<file path="src/scaler_pkg.sv">
// Constants, types and register map of the fixed-point scaler
package scaler_pkg;
   localparam int IN_W       = 32;
   localparam int IN_FRAC    = 24;
   localparam int OUT_TYPE_W = 16;
   localparam int OUT_FRAC   = 15;
   localparam int CH_W       = 4;
   localparam int SH_W       = 5;
   localparam int NUM_SH     = 4;
   localparam int IDX_W      = 2;
   localparam int LATENCY    = 2;
   localparam int DROP       = IN_FRAC - OUT_FRAC;
   localparam int SH_BIAS    = 1 << (SH_W - 1);
   localparam int EXT_W      = IN_W + 2 * SH_BIAS - 1;
   localparam int RND_POS    = DROP + SH_BIAS;
   localparam int KW         = EXT_W - RND_POS + 1;
   // Never wider than what the largest gain can fill
   localparam int OUT_W      = (OUT_TYPE_W < KW - 1) ? OUT_TYPE_W : KW - 1;

   localparam logic signed [KW-1:0] LIM_S_MAX   = {{(KW-OUT_W+1){1'b0}}, {(OUT_W-1){1'b1}}};
   localparam logic signed [KW-1:0] LIM_S_MIN   = {{(KW-OUT_W+1){1'b1}}, {(OUT_W-1){1'b0}}};
   localparam logic signed [KW-1:0] LIM_S_SYM   = {{(KW-OUT_W+1){1'b1}}, {(OUT_W-2){1'b0}}, 1'b1};
   localparam logic signed [KW-1:0] LIM_U_MAX   = {{(KW-OUT_W){1'b0}}, {OUT_W{1'b1}}};
   localparam logic signed [KW-1:0] LIM_U_MIN   = '0;
   localparam logic [OUT_W-1:0]     Q_SMAX      = {1'b0, {(OUT_W-1){1'b1}}};
   localparam logic [OUT_W-1:0]     Q_SMIN      = {1'b1, {(OUT_W-1){1'b0}}};

   localparam int        AW            = 8;
   localparam logic [AW-1:0] ADDR_CTRL    = 8'h00;
   localparam logic [AW-1:0] ADDR_SHIFT0  = 8'h04;
   localparam logic [AW-1:0] SHIFT_SPAN   = 8'h10;
   localparam logic [AW-1:0] ADDR_STATUS  = 8'h14;
   localparam logic [AW-1:0] ADDR_INT_EN  = 8'h18;
   localparam logic [AW-1:0] ADDR_INT_CLR = 8'h1C;
   localparam logic [AW-1:0] ADDR_COUNT   = 8'h20;
   localparam int        CTRL_RND_LSB  = 0;
   localparam int        CTRL_SAT_LSB  = 2;
   localparam int        CTRL_SIGN_BIT = 4;
   localparam int        CTRL_W        = 5;
   localparam logic [CTRL_W-1:0] CTRL_RST  = 5'h10;
   localparam logic [SH_W-1:0]   SHIFT_RST = 5'h00;
   localparam int        EV_CLIP       = 0;
   localparam int        EV_WRAP       = 1;
   localparam int        EV_W          = 2;

   typedef enum logic [1:0] {RND_TRUNC, RND_HALF_UP, RND_HALF_EVEN} round_t;
   typedef enum logic [1:0] {SAT_NONE, SAT_ASYM, SAT_SYM} sat_t;

   typedef struct packed {
      logic   is_signed;
      sat_t   sat;
      round_t rnd;
   } cfg_t;

   typedef struct packed {
      logic            valid;
      logic [CH_W-1:0] chan;
      logic [IN_W-1:0] data;
   } sample_t;

   typedef struct packed {
      logic             valid;
      logic [CH_W-1:0]  chan;
      logic [OUT_W-1:0] data;
      logic             exc;
      logic             wrap;
   } result_t;
endpackage

</file>
<file path="src/scale_core.sv">
// Two-stage shift, round and saturate datapath
`timescale 1ns/100ps
module scale_core (
   input  wire logic            clk_sys,
   input  wire logic            resetn,
   input  scaler_pkg::sample_t  in_s,
   input  wire logic [4:0]      shift_amt,
   input  scaler_pkg::cfg_t     cfg,
   output scaler_pkg::result_t  out_r
);
   import scaler_pkg::*;

   logic signed [EXT_W-1:0] ext;
   logic signed [EXT_W-1:0] shl;
   logic [SH_W-1:0]         amt;
   logic signed [KW-1:0]    kept;
   logic signed [KW-1:0]    nxt_rnd;
   logic                    half;
   logic                    rest;
   logic                    inc;
   logic signed [KW-1:0]    rnd_ff;
   sample_t                 s1_ff;
   cfg_t                    cfg1_ff;
   logic signed [KW-1:0]    hi;
   logic signed [KW-1:0]    lo_full;
   logic signed [KW-1:0]    lo;
   result_t                 nxt_out;
   result_t                 out_ff;

   // Biased count keeps every shift a left shift into a fixed rounding point
   always_comb begin
      amt  = {~shift_amt[SH_W-1], shift_amt[SH_W-2:0]};
      ext  = {{(EXT_W-IN_W){in_s.data[IN_W-1] & cfg.is_signed}}, in_s.data};
      shl  = ext <<< amt;
      // Top bit of an unsigned word at full gain is data, not sign
      kept = {shl[EXT_W-1] & cfg.is_signed, shl[EXT_W-1:RND_POS]};
      half = shl[RND_POS-1];
      rest = |shl[RND_POS-2:0];
      unique case (cfg.rnd)
         RND_HALF_UP:   inc = half;
         RND_HALF_EVEN: inc = half & (rest | kept[0]);
         default:       inc = 1'b0;
      endcase
      nxt_rnd = kept + {{(KW-1){1'b0}}, inc};
   end

   always_ff @(posedge clk_sys or negedge resetn) begin
      if (!resetn) begin
         rnd_ff  <= '0;
         s1_ff   <= '0;
         cfg1_ff <= '0;
      end else begin
         rnd_ff  <= nxt_rnd;
         s1_ff   <= in_s;
         cfg1_ff <= cfg;
      end
   end

   always_comb begin
      hi      = cfg1_ff.is_signed ? LIM_S_MAX : LIM_U_MAX;
      lo_full = cfg1_ff.is_signed ? LIM_S_MIN : LIM_U_MIN;
      lo      = (cfg1_ff.is_signed && cfg1_ff.sat == SAT_SYM) ? LIM_S_SYM : lo_full;
      nxt_out       = '0;
      nxt_out.valid = s1_ff.valid;
      nxt_out.chan  = s1_ff.chan;
      nxt_out.data  = rnd_ff[OUT_W-1:0];
      unique case (cfg1_ff.sat)
         SAT_ASYM: begin
            nxt_out.exc = (rnd_ff > hi) || (rnd_ff < lo_full);
            if (rnd_ff > hi) nxt_out.data = hi[OUT_W-1:0];
            if (rnd_ff < lo_full) nxt_out.data = lo_full[OUT_W-1:0];
         end
         SAT_SYM: begin
            nxt_out.exc = (rnd_ff > hi) || (rnd_ff < lo);
            if (rnd_ff > hi) nxt_out.data = hi[OUT_W-1:0];
            if (rnd_ff < lo) nxt_out.data = lo[OUT_W-1:0];
         end
         default: begin
            nxt_out.exc  = (rnd_ff > hi) || (rnd_ff < lo_full);
            nxt_out.wrap = nxt_out.exc;
         end
      endcase
   end

   always_ff @(posedge clk_sys or negedge resetn) begin
      if (!resetn) begin
         out_ff <= '0;
      end else begin
         out_ff <= nxt_out;
      end
   end

   assign out_r = out_ff;
endmodule // scale_core

</file>
<file path="src/scaler_top.sv">
// Fixed-point scaler with APB registers and interrupt
//
// The register addresses and the APB register port were left to the implementer.
`timescale 1ns/100ps
module scaler_top (
   input  wire logic                   clk_sys,
   input  wire logic                   resetn,
   input  wire logic [7:0]             paddr,
   input  wire logic                   psel,
   input  wire logic                   penable,
   input  wire logic                   pwrite,
   input  wire logic [31:0]            pwdata,
   output logic      [31:0]            prdata,
   output logic                        pready,
   output logic                        pslverr,
   input  scaler_pkg::sample_t         a_in,
   input  wire logic [1:0]             shift_sel,
   output scaler_pkg::result_t         q_out,
   output logic                        irq
);
   import scaler_pkg::*;

   logic [CTRL_W-1:0] ctrl_ff;
   logic [SH_W-1:0]   shift_ff [NUM_SH];
   logic [EV_W-1:0]   status_ff;
   logic [EV_W-1:0]   int_en_ff;
   logic [31:0]       count_ff;
   logic [31:0]       prdata_ff;
   logic              err_ff;
   logic              irq_ff;
   logic              setup;
   logic              wr_en;
   logic [AW-1:0]     sh_off;
   logic [IDX_W-1:0]  sh_idx;
   logic              sh_hit;
   logic [31:0]       rd_word;
   logic              rd_hit;
   logic [EV_W-1:0]   ev;
   logic [EV_W-1:0]   clr_mask;
   logic [SH_W-1:0]   sel_shift;
   cfg_t              cfg;

   // Zero wait states: every access completes in its first access cycle
   assign pready  = 1'b1;
   assign setup   = psel & ~penable;
   assign wr_en   = psel & penable & pwrite;
   assign sh_off  = paddr - ADDR_SHIFT0;
   assign sh_idx  = sh_off[IDX_W+1:2];
   assign sh_hit  = (sh_off < SHIFT_SPAN) && (paddr[1:0] == 2'h0);

   always_comb begin
      rd_word = '0;
      rd_hit  = 1'b1;
      if (sh_hit) begin
         rd_word[SH_W-1:0] = shift_ff[sh_idx];
      end else begin
         unique case (paddr)
            ADDR_CTRL:    rd_word[CTRL_W-1:0] = ctrl_ff;
            ADDR_STATUS:  rd_word[EV_W-1:0]   = status_ff;
            ADDR_INT_EN:  rd_word[EV_W-1:0]   = int_en_ff;
            ADDR_INT_CLR: rd_word             = '0;
            ADDR_COUNT:   rd_word             = count_ff;
            default:      rd_hit              = 1'b0;
         endcase
      end
   end

   // Read data latched in setup so it comes from a flop in the access cycle
   always_ff @(posedge clk_sys or negedge resetn) begin
      if (!resetn) begin
         prdata_ff <= '0;
         err_ff    <= 1'b0;
      end else if (setup) begin
         prdata_ff <= pwrite ? 32'h0000_0000 : rd_word;
         err_ff    <= ~rd_hit;
      end
   end

   assign prdata  = prdata_ff;
   assign pslverr = err_ff;

   always_ff @(posedge clk_sys or negedge resetn) begin
      if (!resetn) begin
         ctrl_ff <= CTRL_RST;
      end else if (wr_en && !err_ff && paddr == ADDR_CTRL) begin
         ctrl_ff <= pwdata[CTRL_W-1:0];
      end
   end

   for (genvar i = 0; i < NUM_SH; i++) begin : g_shift
      always_ff @(posedge clk_sys or negedge resetn) begin
         if (!resetn) begin
            shift_ff[i] <= SHIFT_RST;
         end else if (wr_en && sh_hit && sh_idx == IDX_W'(i)) begin
            shift_ff[i] <= pwdata[SH_W-1:0];
         end
      end
   end

   always_ff @(posedge clk_sys or negedge resetn) begin
      if (!resetn) begin
         int_en_ff <= '0;
      end else if (wr_en && paddr == ADDR_INT_EN) begin
         int_en_ff <= pwdata[EV_W-1:0];
      end
   end

   // Table entry picked every cycle by the upstream index
   assign sel_shift = shift_ff[shift_sel];
   assign cfg.is_signed = ctrl_ff[CTRL_SIGN_BIT];
   assign cfg.sat       = sat_t'(ctrl_ff[CTRL_SAT_LSB +: 2]);
   assign cfg.rnd       = round_t'(ctrl_ff[CTRL_RND_LSB +: 2]);

   // Relies on upstream keeping valid and channel honest
   scale_core u_core (
      .clk_sys   (clk_sys),
      .resetn    (resetn),
      .in_s      (a_in),
      .shift_amt (sel_shift),
      .cfg       (cfg),
      .out_r     (q_out)
   );

   assign ev[EV_CLIP] = q_out.valid & q_out.exc & ~q_out.wrap;
   assign ev[EV_WRAP] = q_out.valid & q_out.wrap;
   assign clr_mask    = (wr_en && paddr == ADDR_INT_CLR) ? pwdata[EV_W-1:0] : '0;

   // Set beats clear so an event in the clearing cycle is kept
   always_ff @(posedge clk_sys or negedge resetn) begin
      if (!resetn) begin
         status_ff <= '0;
      end else begin
         status_ff <= (status_ff & ~clr_mask) | ev;
      end
   end

   always_ff @(posedge clk_sys or negedge resetn) begin
      if (!resetn) begin
         count_ff <= '0;
      end else if (q_out.valid) begin
         count_ff <= count_ff + 32'h0000_0001;
      end
   end

   always_ff @(posedge clk_sys or negedge resetn) begin
      if (!resetn) begin
         irq_ff <= 1'b0;
      end else begin
         irq_ff <= |(status_ff & int_en_ff);
      end
   end

   assign irq = irq_ff;

   // Checking helpers, conditions as seen at input time
   logic pass_cfg;
   logic sgn_cfg;
   assign pass_cfg = cfg.is_signed && cfg.sat == SAT_NONE;
   assign sgn_cfg  = a_in.valid && cfg.is_signed;
endmodule // scaler_top

</file>
<file path="config.mk">
export PLATFORM = sky130hd
export DESIGN_NAME = scaler_top
export DESIGN_NICKNAME = d
export VERILOG_FILES = /design/src/scaler_pkg.sv /design/src/scale_core.sv /design/src/scaler_top.sv
export SDC_FILE = /design/constraint.sdc
export NUM_CORES = 1
export LEC_CHECK = 0
export ABC_AREA = 1
export BUFFER_PORTS_ARGS = -buffer_cell sky130_fd_sc_hd__clkbuf_2
export CELL_PAD_IN_SITES_DETAIL_PLACEMENT = 1
export CELL_PAD_IN_SITES_GLOBAL_PLACEMENT = 2
export CORE_MARGIN = 1
export CORE_UTILIZATION = 34
export CTS_CLUSTER_DIAMETER = 50
export CTS_CLUSTER_SIZE = 30
export DETAILED_ROUTE_END_ITERATION = 6
export GPL_ROUTABILITY_DRIVEN = 0
export GPL_TIMING_DRIVEN = 0
export PLACE_DENSITY = 0.92
export SETUP_SLACK_MARGIN = 0.1
export SYNTH_ARGS = -nofsm -noshare
export SYNTH_HDL_FRONTEND = slang
export SYNTH_SLANG_ARGS = --single-unit
</file>
<file path="constraint.sdc">
create_clock -name clk_sys -period 3.88 [get_ports clk_sys]
set_input_delay 1.164 -clock clk_sys [delete_from_list [all_inputs] [get_ports clk_sys]]
set_output_delay 1.164 -clock clk_sys [all_outputs]
set_load 0.01 [all_outputs]
</file>
==> metrics <==
RSZ-0062 raised after global routing true; Final Cycle Share 0.969; fmax 266 MHz; DP Cell Count 2113; Power Density roughly 350 mW/mm^2; max_cap viols 0; CP startpoint kind input pin; # rows between 60 and 70; crit-path max FO 7; reg-to-reg setup timing slack around 0.47 ns; clock buffer count from CTS 17; Post-Syn Area per Cell slightly above 7 um^2; IO buf count between 100 and 150; die area ~0.034 mm^2; Req. time, crit path between 4 and 5 ns; Critical Path AT slightly above 4 ns; Async SR Flop Fraction 1.00; slowest stage delay, CP 0.26 ns; top-count cell post-synth nand2_1; DR iter-0 viols slightly below 600; worst slew pin tran 0.607 ns; Area growth, synth to finish 25.9%; Via Count 11.4k; Post-Syn Area around 0.011 mm^2; Synth Warn # 0; DRC 0; HP Start u_core.nxt_out[18]; number of synthesized flops with an enable pin 0; CP dominant cell by count nand3_1; Slew HR 0.591; HPWL Detailed ~30 mm; first-pass GRT wire length 62.1 mm; distinct cell type count after synthesis 56; clock sinks ~170; register area share after synthesis 0.366; Max VDD drop between 0.2 and 0.25 mV; clk buf depth 2; register area just over 0.004 mm^2; crit end category flop; Gate Count Post-Synth between 1.5k and 2k; Post-DRT Antenna Nets 0; routed vias/inst between 5 and 6; Pins Over Slew Limit 0; LEAKAGE between 7 and 8 nW; global route total overflow 0; top cells by count, synth 423 x nand2_1, 279 x nand3_1, 164 x dfrtp_1; HP Class reg -> reg; CP max stage cell a211o_1; Tot Pwr roughly 5.0 mW; clk_skew 0.0135 ns; final setup fails 0; Layout fillers a little over 4k; CP Launch Point shift_sel[0]; Worst-path clk slew ~0.06 ns; GRT Util Overall 0.232; Die Y about 180 um; setup_tns 0 ns; Final Net Count about 1.9k; I/O pins between 100 and 150; Post-Layout Cell Count around 2.2k; CP cell instances buf_12, inv_8, buf_8, nand2_4, nand3_4, nand2_8, buf_8, buf_4, nand2_1, nand3_1, nand3_1, nand3_1, a21oi_1, a211o_1, a21oi_2, ha_4, nand2_4, nor2_8, nand3_4, nor2_4, buf_4, xor2_2; htree depth 4; Final min period ~3.8 ns; clk_lat worst skew 0.44 ns; worst setup path category in -> reg; starting density of the core 0.346; post-DR wirelength/cell ~18 um; die width around 180 um; n_diodes 0; ys flop type dfrtp_1; Reg-to-Reg Start u_core.cfg1_ff[4]; largest area contributor in the netlist dfrtp_1; Multi-input gate area ~0.0069 mm^2; largest net degree at the start of global routing between 100 and 150; final hold violations 0; vias in the first global route around 12k; synthesized net count ~1.7k; final WL 38.9 mm; Area contributors post-synth dfrtp_1 36%, nand2_1 14%, nand3_1 12%; outcome finished clean; core footprint roughly 0.033 mm^2; Synth top area share 0.364; root buffer cell clkbuf_16; 1st-pass router iterations 5; CTS tree done; layout cell share with drive strength beyond 1 0.259; initial antenna violation count 0; Seq cells post-synth 165
-- critical path: cells and delay by family --
family,cells,cell delay (ns)
and+or+nand+nor,11,1.34
AOI/OAI and AO/OA,3,0.54
adders and majority gates,1,0.19
xor gates and xnor gates,1,0.14
buffers and inverters,6,0.69
-- through the flow --
step	util	setup slack [ns]	hold WS, ns	instance area [um^2]
final	0.435	0.119	0.348	14200
after global routing	0.435	-0.0482	0.348	14200
after CTS	0.413	0.106	0.350	13500
after detailed placement	0.382	-0.684	0.339	12500
after global placement	0.381	-1.22	0.334	12400
after floorplan	-	0.103	0.331	11300
-- sequential cells by signal, indices dropped and copies added, names as in the netlist, 3 cells and up --
register,cells
u_core.nxt_out,5
cfg,5
shift_ff,20
u_core.out_r,23
prdata,32
u_core.rnd_ff,39
count_ff,32
u_core.cfg1_ff,3
-- area by class of cell --
| cell class | count | share of cell area |
|---|---|---|
| Buffer | 54 | 0.0297 |
| Inverter | 143 | 0.0396 |
| Multi-Input combinational cell | 1196 | 0.488 |
| Timing Repair inverter | 1 | 0.000528 |
| Clock inverter | 11 | 0.0122 |
| Timing Repair Buffer | 150 | 0.0674 |
| Tap cell | 442 | 0.0389 |
| Clock buffer | 20 | 0.0329 |
| Sequential cell | 165 | 0.291 |
-- repair_timing --
item,in CTS,in global routing
gates cloned,2,2
setup buffers,19,15
pin swaps,10,59
gates resized for setup,46,136
endpoints found under the setup margin,39,54
hold buffers,0,0
-- cell usage in the layout, fill, tap and decap left out, drive strengths merged, types with 9 or more instances in the layout --
cell type	n
o21ai	122
inv	141
nor4	13
o211ai	9
buf	73
dfrtp	164
nor3	18
nand4	26
a21oi	28
nand2	455
clkbuf	151
xor2	37
ha	41
nor2	109
nand3	298
-- report_power, final --
| group | switching, mW | internal [mW] |
|---|---|---|
| combinational | 0.792 | 0.415 |
| sequential | 0.0997 | 1.85 |
| clock | 0.689 | 1.13 |
| total | 1.58 | 3.39 |
-- per-layer routing --
layer  track usage  routed length (um)
met5             0                   0
met4        0.0673                 872
met3        0.0243                1090
met2         0.403               19000
met1         0.304               17900
-- final timing paths --
path                                      to  depth (start not counted)
max reg2reg                  u_core.out_r[8]                         14
max in group asynchronous  u_core.rnd_ff[32]                          2
max                        u_core.rnd_ff[13]                         22
min                         u_core.out_r[18]                          0
min in group asynchronous         prdata[12]                          1
min reg2reg                 u_core.out_r[18]                          0
-- kinds of logic (layout without fill, tap and decap cells) --
family | after synthesis | in the layout | share of synthesized area
buffers and inverters | 197 | 379 | 0.0759
xor gates and xnor gates | 44 | 44 | 0.0341
adders and majority gates | 41 | 41 | 0.0454
AOI/OAI and AO/OA | 173 | 173 | 0.0836
DFF | 165 | 165 | 0.366
other | 1 | 1 | 0.000332
and+or+nand+nor | 937 | 937 | 0.395
Note: power is estimated with default switching activity, not from simulation.
